==> src/core/imr_consts.vh <==
`ifndef IMR_CONSTS_VH
`define IMR_CONSTS_VH
// message address window and field positions
`define IMR_ADDR_HI_VAL    12'hFEE
`define IMR_DEST_HI        19
`define IMR_DEST_LO        4
`define IMR_DID_HI         19
`define IMR_DID_LO         12
`define IMR_BUSID_HI       12
`define IMR_BUSID_LO       11
`define IMR_HINT_BIT       3
`define IMR_DM_BIT         2
`define IMR_PB_DM_BIT      5
// processor bus request encodings for an interrupt transaction
`define IMR_REQ_FIRST_INT  5'h09
`define IMR_REQ_SECOND_INT 5'h1C
// data word fields
`define IMR_TRIG_BIT       15
`define IMR_DSTAT_BIT      14
`define IMR_DMODE_HI       10
`define IMR_DMODE_LO       8
`define IMR_VEC_HI         7
`define IMR_VEC_LO         0
// avalon register offsets (byte addresses)
`define IMR_REG_CTRL       4'h0
`define IMR_REG_ENABLE     4'h4
`define IMR_REG_STATUS     4'h8
`define IMR_REG_LASTDATA   4'hC
`define IMR_CTRL_RST       32'h0000_0000
`define IMR_ENABLE_RST     32'h0000_00FF
// transaction kinds on the processor bus output
`define IMR_KIND_INT       2'h0
`define IMR_KIND_INTA      2'h1
`define IMR_KIND_EOI       2'h2
`define IMR_KIND_LEGACY    2'h3
`endif

==> src/core/imr_router.v <==
// Behaviour
// - processor interrupt is request codes 01001/11100
// - destination from address middle, control low nibble
// - address bit 3 is redirect hint
// - mode bit A2 on link, Ab5 on bus
// - one data transfer per message
// - link-bound interrupts issued as plain writes
// - data: trigger, status, delivery mode, vector
// - upper destination byte is identifier; rest unused
// - directed interrupts seen on every bus
// - routing ignores cluster and identifier fields
// - bus ids 0..3 after reset, overridable
// - physical all-ones destination is broadcast
// - redirectable converted to directed before delivery
// - redirection in flat and cluster logical modes, any source
// - cluster: upper nibble cluster, lower agents
// - cluster lower nibble all ones is broadcast
// - cluster redirection stays inside cluster
// - accept legacy, acknowledge and end-of-interrupt
// - no sideband interrupt wires, bus transactions only
// - global flat/cluster bit resets to flat
`timescale 1ns/10ps
`default_nettype none
`include "imr_consts.vh"
module imr_router #(
  parameter NUM_BUS = 4
) (
  input  wire        sys_clk_i,
  input  wire        sys_rst_i,
  // serial link inbound message (one write = one message)
  input  wire        link_valid_i,
  input  wire [31:0] link_addr_i,
  input  wire [31:0] link_data_i,
  input  wire        link_legacy_i,
  // processor bus inbound request
  input  wire        pbus_valid_i,
  input  wire [1:0]  pbus_src_i,
  input  wire [4:0]  request_code_first_i,
  input  wire [4:0]  request_code_second_i,
  input  wire [31:0] pbus_addr_i,
  input  wire [31:0] pbus_data_i,
  input  wire        pbus_inta_i,
  input  wire        pbus_eoi_i,
  // power-on bus id override
  input  wire        power_on_bus_id_override_i,
  input  wire [7:0]  power_on_bus_ids_i,
  // delivery to processor buses
  output reg  [3:0]  pbus_out_valid_o,
  output reg  [1:0]  pbus_out_kind_o,
  output reg  [31:0] pbus_out_addr_o,
  output reg  [31:0] pbus_out_data_o,
  output reg  [7:0]  pbus_bus_ids_o,
  // delivery to the link as a plain memory write
  output reg         link_wr_o,
  output reg  [31:0] link_wr_addr_o,
  output reg  [31:0] link_wr_data_o,
  // avalon-mm slave
  input  wire [3:0]  avs_address,
  input  wire        avs_read,
  input  wire        avs_write,
  input  wire [31:0] avs_writedata,
  output reg  [31:0] avs_readdata,
  output reg         avs_waitrequest
);

  reg        cluster_mode;
  reg [7:0]  agent_enable;
  reg [7:0]  lru_ptr;
  reg [15:0] msg_count;
  reg [31:0] last_data;
  reg        bad_req;
  reg        bus_ack;

  // lowest-priority pick: first enabled candidate at or after rotating pointer
  function [7:0] pick;
    input [7:0] cand;
    input [2:0] start;
    input [2:0] width;
    integer k;
    reg [2:0] idx;
    reg       found;
    begin
      pick  = 8'h00;
      found = 1'b0;
      for (k = 0; k < 8; k = k + 1) begin
        idx = start + k[2:0];
        if (!found && idx <= width && cand[idx]) begin
          pick      = 8'h01 << idx;
          found     = 1'b1;
        end
      end
    end
  endfunction

  // detect message sources
  // acknowledge and end-of-interrupt requests are never taken as messages
  wire pb_is_int = pbus_valid_i && !pbus_inta_i && !pbus_eoi_i &&
                   request_code_first_i == `IMR_REQ_FIRST_INT &&
                   request_code_second_i == `IMR_REQ_SECOND_INT;
  wire link_is_int = link_valid_i && !link_legacy_i &&
                     link_addr_i[31:20] == `IMR_ADDR_HI_VAL;
  wire use_pb = pb_is_int;
  wire [31:0] m_addr = use_pb ? pbus_addr_i : link_addr_i;
  wire [31:0] m_data = use_pb ? pbus_data_i : link_data_i;
  wire m_valid = pb_is_int | link_is_int;

  // field decode
  wire [15:0] dest_field = m_addr[`IMR_DEST_HI:`IMR_DEST_LO];
  wire [7:0]  dest_id    = m_addr[`IMR_DID_HI:`IMR_DID_LO];
  wire        hint       = m_addr[`IMR_HINT_BIT];
  wire        dmode      = use_pb ? m_addr[`IMR_PB_DM_BIT] : m_addr[`IMR_DM_BIT];
  wire [2:0]  del_mode   = m_data[`IMR_DMODE_HI:`IMR_DMODE_LO];
  wire        broadcast_phys = !dmode && dest_id == 8'hFF;
  wire        cl_bcast   = dmode && cluster_mode && dest_id[3:0] == 4'hF;

  // redirection: rewrite destination identifier and clear hint bit 3
  reg [7:0]  next_dest;
  reg        next_redir;
  reg [7:0]  win;
  always @* begin
    next_dest  = dest_id;
    next_redir = 1'b0;
    win        = 8'h00;
    if (hint) begin
      next_redir = 1'b1;
      if (dmode && !cluster_mode) begin
        win = pick(dest_id & agent_enable, lru_ptr[2:0], 3'h7);
        if (win != 8'h00)
          next_dest = win;
      end else if (dmode) begin
        win = pick({4'h0, dest_id[3:0] & agent_enable[3:0]}, {1'b0, lru_ptr[1:0]},
                   3'h3);
        if (win != 8'h00)
          next_dest = {dest_id[7:4], win[3:0]};
      end
    end
  end

  wire [31:0] out_addr = {m_addr[31:20], next_dest, m_addr[11:4],
                          1'b0, m_addr[2:0]};

  // routing and delivery; every bus sees each message taken, a processor interrupt wins over a same-cycle link message
  always @(posedge sys_clk_i) begin
    if (sys_rst_i) begin
      pbus_out_valid_o <= 4'h0;
      pbus_out_kind_o  <= `IMR_KIND_INT;
      pbus_out_addr_o  <= 32'h0000_0000;
      pbus_out_data_o  <= 32'h0000_0000;
      link_wr_o        <= 1'b0;
      link_wr_addr_o   <= 32'h0000_0000;
      link_wr_data_o   <= 32'h0000_0000;
      lru_ptr          <= 8'h00;
      msg_count        <= 16'h0000;
      last_data        <= 32'h0000_0000;
      bad_req          <= 1'b0;
    end else begin
      pbus_out_valid_o <= 4'h0;
      link_wr_o        <= 1'b0;
      if (m_valid) begin
        // broadcast to all buses regardless of identifier bits
        pbus_out_valid_o <= 4'hF;
        pbus_out_kind_o  <= `IMR_KIND_INT;
        pbus_out_addr_o  <= hint ? out_addr : m_addr;
        pbus_out_data_o  <= m_data;
        last_data        <= {9'h000, broadcast_phys, cl_bcast, del_mode,
                             m_data[`IMR_TRIG_BIT], m_data[`IMR_DSTAT_BIT],
                             m_data[`IMR_VEC_HI:`IMR_VEC_LO], dest_field[7:0]};
        msg_count        <= msg_count + 16'h0001;
        if (next_redir)
          lru_ptr <= lru_ptr + 8'h01;
      end else if (link_valid_i && link_legacy_i) begin
        pbus_out_valid_o <= 4'hF;
        pbus_out_kind_o  <= `IMR_KIND_LEGACY;
        pbus_out_addr_o  <= link_addr_i;
        pbus_out_data_o  <= link_data_i;
      end else if (pbus_valid_i && pbus_inta_i) begin
        // acknowledge goes out to the link as a plain write
        link_wr_o      <= 1'b1;
        link_wr_addr_o <= pbus_addr_i;
        link_wr_data_o <= pbus_data_i;
      end else if (pbus_valid_i && pbus_eoi_i) begin
        link_wr_o      <= 1'b1;
        link_wr_addr_o <= pbus_addr_i;
        link_wr_data_o <= pbus_data_i;
      end else if (pbus_valid_i) begin
        bad_req <= 1'b1;
      end
      if (avs_write && !avs_waitrequest && avs_address == `IMR_REG_STATUS &&
          avs_writedata[0] && !(pbus_valid_i && !m_valid && !pbus_inta_i &&
          !pbus_eoi_i))
        bad_req <= 1'b0;
    end
  end

  // bus id straps: loaded on every clock while the override is high
  always @(posedge sys_clk_i) begin
    if (sys_rst_i)
      pbus_bus_ids_o <= 8'hE4;
    else if (power_on_bus_id_override_i)
      pbus_bus_ids_o <= power_on_bus_ids_i;
  end

  // avalon slave: one wait cycle, then answer
  always @(posedge sys_clk_i) begin
    if (sys_rst_i) begin
      avs_waitrequest <= 1'b1;
      avs_readdata    <= 32'h0000_0000;
      bus_ack         <= 1'b0;
      cluster_mode    <= 1'b0;
      agent_enable    <= 8'hFF;
    end else begin
      bus_ack         <= (avs_read | avs_write) & !bus_ack;
      avs_waitrequest <= !((avs_read | avs_write) & !bus_ack);
      if ((avs_read | avs_write) & !bus_ack) begin
        case (avs_address)
          `IMR_REG_CTRL:     avs_readdata <= {31'h0, cluster_mode};
          `IMR_REG_ENABLE:   avs_readdata <= {24'h0, agent_enable};
          `IMR_REG_STATUS:   avs_readdata <= {15'h0, msg_count, bad_req};
          `IMR_REG_LASTDATA: avs_readdata <= last_data;
          default:           avs_readdata <= 32'h0000_0000;
        endcase
      end
      if (avs_write && !avs_waitrequest) begin
        case (avs_address)
          `IMR_REG_CTRL:   cluster_mode <= avs_writedata[0];
          `IMR_REG_ENABLE: agent_enable <= avs_writedata[7:0];
          default:         ;
        endcase
      end
    end
  end

endmodule // imr_router
`default_nettype wire

==> config.mk <==
export PLATFORM = sky130hd
export DESIGN_NAME = imr_router
export DESIGN_NICKNAME = d
export VERILOG_FILES = /design/src/core/imr_router.v
export VERILOG_INCLUDE_DIRS = /design/src /design/src/core
export SDC_FILE = /design/constraint.sdc
export NUM_CORES = 1
export LEC_CHECK = 0
export BUFFER_PORTS_ARGS = -buffer_cell sky130_fd_sc_hd__buf_4
export CORE_ASPECT_RATIO = 1.2
export CORE_MARGIN = 8
export CORE_UTILIZATION = 50
export DETAILED_ROUTE_END_ITERATION = 6
export HOLD_SLACK_MARGIN = 0.08
export PLACE_DENSITY = 0.79
export SKIP_CTS_REPAIR_TIMING = 1
export SLEW_MARGIN = 20
export SYNTH_ARGS = -nofsm -noshare
export SYNTH_HDL_FRONTEND = slang
export SYNTH_SLANG_ARGS = --single-unit
==> constraint.sdc <==
create_clock -name sys_clk_i -period 5.2 [get_ports sys_clk_i]
set_input_delay 0.52 -clock sys_clk_i [delete_from_list [all_inputs] [get_ports sys_clk_i]]
set_output_delay 0.52 -clock sys_clk_i [all_outputs]
set_load 0.005 [all_outputs]
==> results of run 1 <==
final timing paths:
| path | from | to | slack (ps) | depth (start not counted) |
|---|---|---|---|---|
| worst max-delay path | lru_ptr[1]$_SDFFE_PP0P_ | pbus_out_addr_o[15]$_SDFFE_PP0P_ | 450 | 15 |
| worst min-delay path | avs_writedata[1] | agent_enable[1]$_SDFFE_PP1P_ | 230 | 3 |
| worst max register to register | lru_ptr[1]$_SDFFE_PP0P_ | pbus_out_addr_o[15]$_SDFFE_PP0P_ | 450 | 15 |
| worst min register to register | avs_readdata[17]$_SDFFE_PP0P_ | avs_readdata[17]$_SDFFE_PP0P_ | 450 | 2 |
registers in the layout (all words and copies together) (netlist names):
signal and cells:
pbus_out_kind_o 1, pbus_out_addr_o 32, pbus_out_valid_o 1, link_wr_o 1, pbus_out_data_o 32, bad_req 1, link_wr_addr_o 32, bus_ack 1
avs_readdata 23, msg_count 16, lru_ptr 3, agent_enable 8, avs_waitrequest 1, link_wr_data_o 32, pbus_bus_ids_o 8, cluster_mode 1
last_data 23
cell families (layout without fill, tap and decap cells):
logic type                 Yosys count  after routing  share of synthesized area (%)
AOI/OAI and AO/OA                  353            353                           19.5
buffers and inverters              129            429                           5.04
muxes                              123            123                           11.4
adders and majority gates           19             19                           2.04
other                                1              9                         0.0322
and+or+nand+nor                    606            606                           23.7
xor gates and xnor gates            14             14                           1.05
DFF                                216            216                           37.2
layout make-up:
type	count	area share (%)
Tap cell	315	2.62
Inverter	18	0.449
Clock buffer	31	3.94
Clock inverter	5	0.374
Timing Repair Buffer	375	18.7
Multi-Input combinational cell	1124	45.1
Sequential cell	216	28.7
worst max-delay path, cell delays in order, from the launching register on:
cell and delay, ps:
dfxtp_1 310, inv_1 260, ha_1 310, buf_4 200, nor2b_1 300, nand2_1 100, mux2i_1 430, nor4_4 90
nand3b_1 240, nor4_1 910, a222oi_1 220, o32a_1 410, or4b_1 220, nor3_1 60, a2111oi_0 470, a211oi_1 90
per-layer routing:
layer / GRT usage, % / part of all wire [%] / routed length [um] / vias to the layer above
met5: 0 / 0 / 0 / -
met2: 57.5 / 50 / 24000 / 568
met4: 17.7 / 6.0 / 2880 / 0
li1: - / - / - / 5746
met1: 33.7 / 35 / 16900 / 5882
met3: 8.45 / 8.5 / 4050 / 160
power by group:
group          total [uW]  internal (uW)  switching [uW]
combinational         545            247             297
clock                1480            840             638
sequential           1750           1710            35.5
through the flow:
stage                     util [%]  cells
after floorplan                  -   1469
after global placement        62.4   2048
after detailed placement      62.4   2048
after CTS                     65.3   2084
after global routing          65.3   2084
final                         65.3   2084
cells in the final DEF, fill, tap and decap left out, types with 7 or more instances in the layout:
cell type and n:
or3_1 11, o21ai_0 84, dfxtp_1 216, o211ai_1 12, and2_1 13, a211oi_1 29
ha_1 19, inv_1 17, buf_4 375, clkbuf_1 7, nor3_1 21, nor4_1 9
nand2b_1 8, mux2i_1 106, a21oi_1 122, conb_1 9, xor2_1 8, nor2_1 125
clkbuf_16 21, a22oi_1 20, nand3_1 39, and3_1 16, nand2_1 310
==> results_dict.tcl, run 1 <==
set metrics [dict create \
    status "complete, no violations" \
    cp-start-kind "flop" \
    worst_ep_arrival_time_ps 5130 \
    diodes 0 \
    placed_area_mm2 0.0144 \
    grt_pass1_vias 12346 \
    p_total_uw 3770 \
    num-fill-cells 2051 \
    seq_area_frac_synth_pct 37.2 \
    drcViolationCount 0 \
    post-synth-top-area-cell "dfxtp_1" \
    fin_worst_hold_slack_ps 233 \
    wl_per_cell_um 22.9 \
    syn_area_mm2 0.0116 \
    clk_path_buf_depth 3 \
    powerDensity_mw_per_mm2 251 \
    synth_top_area_share_pct 37.2 \
    die_y_um 183 \
    rsz0062_at_grt "no" \
    p_leak_uw 0.00660 \
    cp.required_ps 5580 \
    nets 1969 \
    synth_cells 1461 \
    synth-edff-count 0 \
    hold_viol_final 0 \
    ys_ff_latch 216 \
    drive_above_1_share_pct 25.4 \
    grtUsageTotal_pct 32.1 \
    min_period_ps 4750 \
    cts_buffers 21 \
    hpwl_um 36700 \
    initial_core_util_pct 50.5 \
    synth.avg_cell_area_um2 7.96 \
    finalCritPeriodShare_pct 91.4 \
    drt-total-wl_um 47800 \
    dieArea_mm2 0.0284 \
    vdd_drop_max_v 0.000294 \
    slew_viol_final 0 \
    ys.warnings.count 0 \
    synth.area.top_cells "dfxtp_1 37%, nand2_1 10%, mux2i_1 9.1%" \
    cp-end-kind "flop" \
    setup_slack_ps 450 \
    ant_nets 0 \
    multiInputGateArea_mm2 0.00679 \
    grt_pass1_wl_um 71500 \
    cts-root-buf "clkbuf_16" \
    cts.clk_slew.worst_paths_ps 70 \
    max_freq_ghz 0.211 \
    port_buffers 334 \
    first_pass_iters 5 \
    fin_area_mm2 0.0150 \
    dieWidth_um 155 \
    ys.flop_type "dfxtp_1" \
    clock-sinks 216 \
    drt_iter0_markers 973 \
    ctsHtreeMaxLevel 1 \
    seqCellArea_mm2 0.00432 \
    finalSetupTns_ps 0 \
    drv_cap 0 \
    fin_worst_skew_ps 19.3 \
    io_pins 370 \
    dpl_worst_slack_ps 209 \
    worstSetupPathType "flop to flop" \
    insertion_delay_ps 500 \
    grt_max_degree 83 \
    setup_viol 0 \
    viasPerCell 5.93 \
    vias 12356 \
    rows 61 \
    crit_path_max_fanout 16 \
    synth.most_common_cell "nand2_1" \
    cts_tree "yes" \
    overflow 0 \
    place_congestion 0.946 \
    antenna_found_initial 0 \
    coreArea_mm2 0.0230 \
    yosysUniqueCellTypes 98 \
    async_flop_share_pct 0 \
    area_delta_synth_final_pct 29.3 \
    worst_pin_slew_ps 1030 \
    max_slew_margin_pct 30.7 \
    synth_common_cells "310 x nand2_1, 216 x dfxtp_1, 125 x nor2_1, 122 x a21oi_1, 106 x mux2i_1" \
    hold_path_class "input pin to flop" \
]
(Power assumes the default switching activity.)
==> run 2, diff against run 1 <==
--- a/config.mk
+++ b/config.mk
@@ -9,10 +9,10 @@
 export BUFFER_PORTS_ARGS = -buffer_cell sky130_fd_sc_hd__buf_4
 export CORE_ASPECT_RATIO = 1.2
 export CORE_MARGIN = 8
-export CORE_UTILIZATION = 50
+export CORE_UTILIZATION = 47
 export DETAILED_ROUTE_END_ITERATION = 6
 export HOLD_SLACK_MARGIN = 0.08
-export PLACE_DENSITY = 0.79
+export PLACE_DENSITY = 0.78
 export SKIP_CTS_REPAIR_TIMING = 1
 export SLEW_MARGIN = 20
 export SYNTH_ARGS = -nofsm -noshare
==> constraint.sdc (replaced) <==
create_clock -name sys_clk_i -period 4 [get_ports sys_clk_i]
set_input_delay 0.4 -clock sys_clk_i [delete_from_list [all_inputs] [get_ports sys_clk_i]]
set_output_delay 0.4 -clock sys_clk_i [all_outputs]
set_load 0.005 [all_outputs]
==> results_dict.tcl, run 2 (synthesis results as in run 1) <==
set metrics [dict create \
    status "complete, no violations" \
    grt_pass1_vias 13082 \
    slew_viol_final 0 \
    cp.required_ps 4400 \
    diodes 0 \
    wl_met1_um 17200 \
    drt-total-wl_um 49200 \
    port_buffers 334 \
    coreArea_mm2 0.0245 \
    cp_top_family "compound AO/OA/AOI/OAI gates" \
    vias 12891 \
    clk_path_buf_depth 3 \
    overflow 0 \
    dieWidth_um 160 \
    dieArea_mm2 0.0301 \
    swShare_pct 25.3 \
    pwr-share-comb_pct 14.8 \
    placed_area_mm2 0.0153 \
    nets 2105 \
    finalCritPeriodShare_pct 99.8 \
    grt_max_degree 90 \
    cp-end-kind "flop" \
    io_pins 370 \
    powerDensity_mw_per_mm2 322 \
    path_common_cell "buf_6" \
    place_inst 2180 \
    min_period_ps 3990 \
    setup_viol 0 \
    top_layer "met4" \
    cp-start-kind "flop" \
    drt_iter0_markers 972 \
    die_y_um 188 \
    drcViolationCount 0 \
    worst_ep_arrival_time_ps 4390 \
    rsz0062_at_grt "yes" \
    met3_length_um 4080 \
    cts_buffers 23 \
    fin_area_mm2 0.0164 \
    drive_above_1_share_pct 32.7 \
    area_delta_synth_final_pct 41.2 \
    fin_worst_hold_slack_ps 104 \
    p_switching_uw 1340 \
    cts.clk_slew.worst_paths_ps 70 \
    pwr-share-seq_pct 42.9 \
    grtUsageTotal_pct 30.7 \
    hpwl_um 38400 \
    route.met2.wl_um 24000 \
    num-fill-cells 2038 \
    ant_nets 0 \
    final_cells 2233 \
    max_freq_ghz 0.251 \
    fin_worst_skew_ps 9.14 \
    ctsHtreeMaxLevel 1 \
    cpMaxStageDelayCell "or4b_4" \
    worst-path-buf-inv 3 \
    cts_tree "yes" \
    wl_per_cell_um 22.0 \
    mostFrequentLayoutCell "buf_4" \
    worst_pin_slew_ps 1030 \
    place_congestion 0.988 \
    cts-root-buf "clkbuf_16" \
    viasPerCell 5.77 \
    p_leak_uw 0.00737 \
    clockPowerShare_pct 42.3 \
    multiInputGateArea_mm2 0.00697 \
    insertion_delay_ps 510 \
    max_stage_delay_ps 480 \
    antenna_found_initial 0 \
    mostFrequentLayoutCells "502 x buf_4, 310 x nand2_1, 213 x dfxtp_1, 123 x nor2_1, 122 x a21oi_1" \
    first_pass_iters 5 \
    critical_path.cell_chain "inv_4 -> ha_4 -> buf_6 -> o21ai_0 -> mux2i_1 -> o221a_2 -> o221ai_4 -> buf_6 -> or3_1 -> a211oi_2 -> o32a_1 -> or4b_4 -> or2_4 -> o21a_4 -> mux2_4" \
    vdd_drop_max_v 0.000382 \
    initial_core_util_pct 47.5 \
    grt_pass1_wl_um 73600 \
    seqCellArea_mm2 0.00433 \
    rows 63 \
    worstSetupPathType "flop to flop" \
    max_slew_margin_pct 31.5 \
    hold_path_class "input pin to flop" \
    clock-sinks 216 \
    hold_viol_final 0 \
    power.internal_uw 3960 \
    drv_cap 0 \
    crit_path_max_fanout 7 \
]
-- run 2: cell types whose count changed in the layout (fill, tap and decap cells not counted), sizes merged --
cell / change
buf: +134
clkinv: +3
bufinv: +2
clkinvlp: -1
inv: +1
-- run 2: path summary, 6_finish.rpt --
check,endpoint,slack [ps],cells past startpoint,start
hold / removal,pbus_bus_ids_o[7]$_SDFFE_PP1P_,100,3,power_on_bus_ids_i[7]
hold reg to reg,link_wr_addr_o[6]$_SDFFE_PP0P_,460,2,link_wr_addr_o[6]$_SDFFE_PP0P_
setup / recovery,pbus_out_addr_o[16]$_SDFFE_PP0P_,8,15,lru_ptr[0]$_SDFFE_PP0P_
setup reg to reg,pbus_out_addr_o[16]$_SDFFE_PP0P_,8,15,lru_ptr[0]$_SDFFE_PP0P_
-- run 2: metal layers --
metal / global-route usage, % / vias up
li1: - / 6007
met3: 7.97 / 193
met4: 21.3 / 0
met1: 31.5 / 6076
met2: 54.0 / 615
met5: 0 / -
-- run 2: metrics by stage --
step                      TNS, ps  setup WS [ps]  utilization, %  total power, uW
final                           0           8.31            67.0             5300
after global routing         -222          -81.4            67.0             5470
after CTS                   -1210           -239            65.8             5300
after detailed placement    -2220           -353            62.6             3080
after global placement      -2380           -415            62.5             3060
after floorplan                 0           5.19               -             2610
-- run 2: layout make-up --
type | count | area share (%)
Inverter | 18 | 0.426
Timing Repair Buffer | 509 | 23.5
Tap cell | 325 | 2.47
Clock buffer | 31 | 3.99
Clock inverter | 10 | 0.845
Sequential cell | 216 | 26.4
Multi-Input combinational cell | 1124 | 42.4
-- run 2: tightest hold or removal path: cells and delay by family --
kind	cells	cell delay, ps
buf+inv	1	80
simple gates	1	60
mux	1	50
-- run 2: power groups by stage --
stage / sequential [uW] / clock [uW] / combinational, uW
floorplan: 2320 / 0 / 296
global placement: 2320 / 0 / 745
detailed placement: 2320 / 0 / 756
CTS: 2270 / 2270 / 759
global route: 2280 / 2350 / 834
finish: 2270 / 2240 / 783
==> run 3, diff against run 2 <==
--- a/config.mk
+++ b/config.mk
@@ -11,6 +11,7 @@
 export CORE_MARGIN = 8
 export CORE_UTILIZATION = 47
 export DETAILED_ROUTE_END_ITERATION = 6
+export GPL_TIMING_DRIVEN = 0
 export HOLD_SLACK_MARGIN = 0.08
 export PLACE_DENSITY = 0.78
 export SKIP_CTS_REPAIR_TIMING = 1
==> results_dict.tcl, run 3 (synthesis results as in run 1) <==
set metrics [dict create \
    mostFrequentLayoutCells "375 x buf_4, 310 x nand2_1, 209 x dfxtp_1, 125 x nor2_1, 120 x a21oi_1" \
    p_total_uw 5080 \
    failed_checks "negative setup slack" \
    cp-end-kind "flop" \
    cts.clk_slew.worst_paths_ps 60 \
    final_cells 2191 \
    max_freq_ghz 0.238 \
    p_switching_uw 1310 \
    hold_start "avs_writedata[7]" \
    fin_area_mm2 0.0158 \
    finalSetupTns_ps -875 \
    clockPowerShare_pct 40.5 \
    dieWidth_um 160 \
    clock-sinks 216 \
    worst-path-buf-inv 3 \
    first_pass_iters 7 \
    cp.required_ps 4390 \
    dpl_worst_slack_ps -1080 \
    placed_area_mm2 0.0146 \
    fin_worst_skew_ps 12.4 \
    io_pins 370 \
    coreArea_mm2 0.0245 \
    worst_ep_arrival_time_ps 4600 \
    setup_slack_ps -209 \
    critPathLaunch "lru_ptr[1]$_SDFFE_PP0P_" \
    min_period_ps 4210 \
    port_buffers 333 \
    drt_iter0_markers 963 \
    drt-total-wl_um 50900 \
    initial_core_util_pct 47.5 \
    drcViolationCount 0 \
    p_leak_uw 0.00686 \
    grtUsageTotal_pct 31.8 \
    hold_viol_final 0 \
    vias 12937 \
    powerDensity_mw_per_mm2 321 \
    rsz0062_at_grt "yes" \
    max_stage_delay_ps 450 \
    cts_tree "yes" \
    mostFrequentLayoutCell "buf_4" \
    critical_path.cell_chain "clkinv_8 -> ha_4 -> buf_2 -> nand3_1 -> o21ai_0 -> mux2i_1 -> o221a_2 -> o221ai_2 -> buf_6 -> a21boi_0 -> o41ai_1 -> or3_4 -> a2111o_1 -> or2_4 -> o21a_4 -> mux2_4" \
    status "complete, but fails checks" \
    dieArea_mm2 0.0301 \
    cts-root-buf "clkbuf_16" \
    vdd_drop_max_v 0.000364 \
    insertion_delay_ps 500 \
    rr_startpoint "lru_ptr[1]$_SDFFE_PP0P_" \
    worst_pin_slew_ps 1040 \
    place_inst 2128 \
    hpwl_um 40900 \
    grt_max_degree 15 \
    area_delta_synth_final_pct 35.8 \
    antenna_found_initial 0 \
    grt_pass1_vias 12696 \
    cts_buffers 22 \
    swShare_pct 25.8 \
    pwr-share-comb_pct 14.7 \
    die_y_um 188 \
    clk_path_buf_depth 3 \
    reg2reg_depth 16 \
    cp-start-kind "flop" \
    ctsHtreeMaxLevel 1 \
    diodes 0 \
    rows 63 \
    setup_viol 6 \
    cpMaxStageDelayCell "dfxtp_4" \
    overflow 0 \
    drv_cap 0 \
    finalCritPeriodShare_pct 105 \
    cp_top_family "compound AO/OA/AOI/OAI gates" \
    nets 2065 \
    hold_path_class "input pin to flop" \
    drive_above_1_share_pct 27.0 \
    crit_path_max_fanout 10 \
    slew_viol_final 0 \
    grt_pass1_wl_um 75200 \
    pwr-share-seq_pct 44.8 \
    hold_path_depth 3 \
    wl_per_cell_um 23.2 \
    path_depth 16 \
    ant_nets 0 \
    place_congestion 1.00 \
    viasPerCell 5.90 \
    power.internal_uw 3770 \
    max_slew_margin_pct 29.8 \
    worstSetupPathType "flop to flop" \
    num-fill-cells 2151 \
]
==> run 3: power by group through the flow <==
stage	Sequential (uW)	Combinational, uW	Clock (uW)
floorplan	2320	296	0
global placement	2320	714	0
detailed placement	2320	719	0
CTS	2270	723	2070
global route	2280	799	2160
finish	2270	749	2060
==> run 3: layout make-up <==
cell class	instances	area (um2)	share of cell area, %
Multi-Input combinational cell	1124	6990	44.2
Sequential cell	216	4340	27.5
Timing Repair Buffer	361	2720	17.2
Clock buffer	30	652	4.13
Buffer	109	538	3.41
Tap cell	325	407	2.57
Inverter	18	85.1	0.538
Clock inverter	8	68.8	0.436
==> run 3: layer usage <==
layer / up-vias / wire (um) / global-route usage (%)
li1: 5945 / - / -
met1: 6119 / 17400 / 32.3
met2: 695 / 25600 / 57.9
met3: 178 / 4550 / 8.75
met4: 0 / 3310 / 18.0
met5: - / 0 / 0
==> run 3: path summary, 6_finish.rpt <==
check                                          end  slack, ps
setup reg to reg  pbus_out_addr_o[16]$_SDFFE_PP0P_       -210
setup / recovery  pbus_out_addr_o[16]$_SDFFE_PP0P_       -210
hold reg to reg   pbus_out_data_o[12]$_SDFFE_PP0P_        450
hold / removal        agent_enable[7]$_SDFFE_PP1P_        110
==> run 3: worst register-to-register path: cells and delay by family, from the launching register on <==
kind / cells / cell delay (ps)
AND/OR/NAND/NOR: 3 / 790
AO/OA/AOI/OAI: 7 / 1710
flip-flops: 1 / 450
adder cells (fa/ha/maj): 1 / 280
multiplexers: 2 / 430
buffers and inverters: 3 / 470
==> run 3: stage by stage <==
step                      util, %  hold slack, ps
after floorplan                 -             423
after global placement       59.4             436
after detailed placement     59.5             446
after CTS                    62.5             106
after global routing         64.5             117
final                        64.5             112
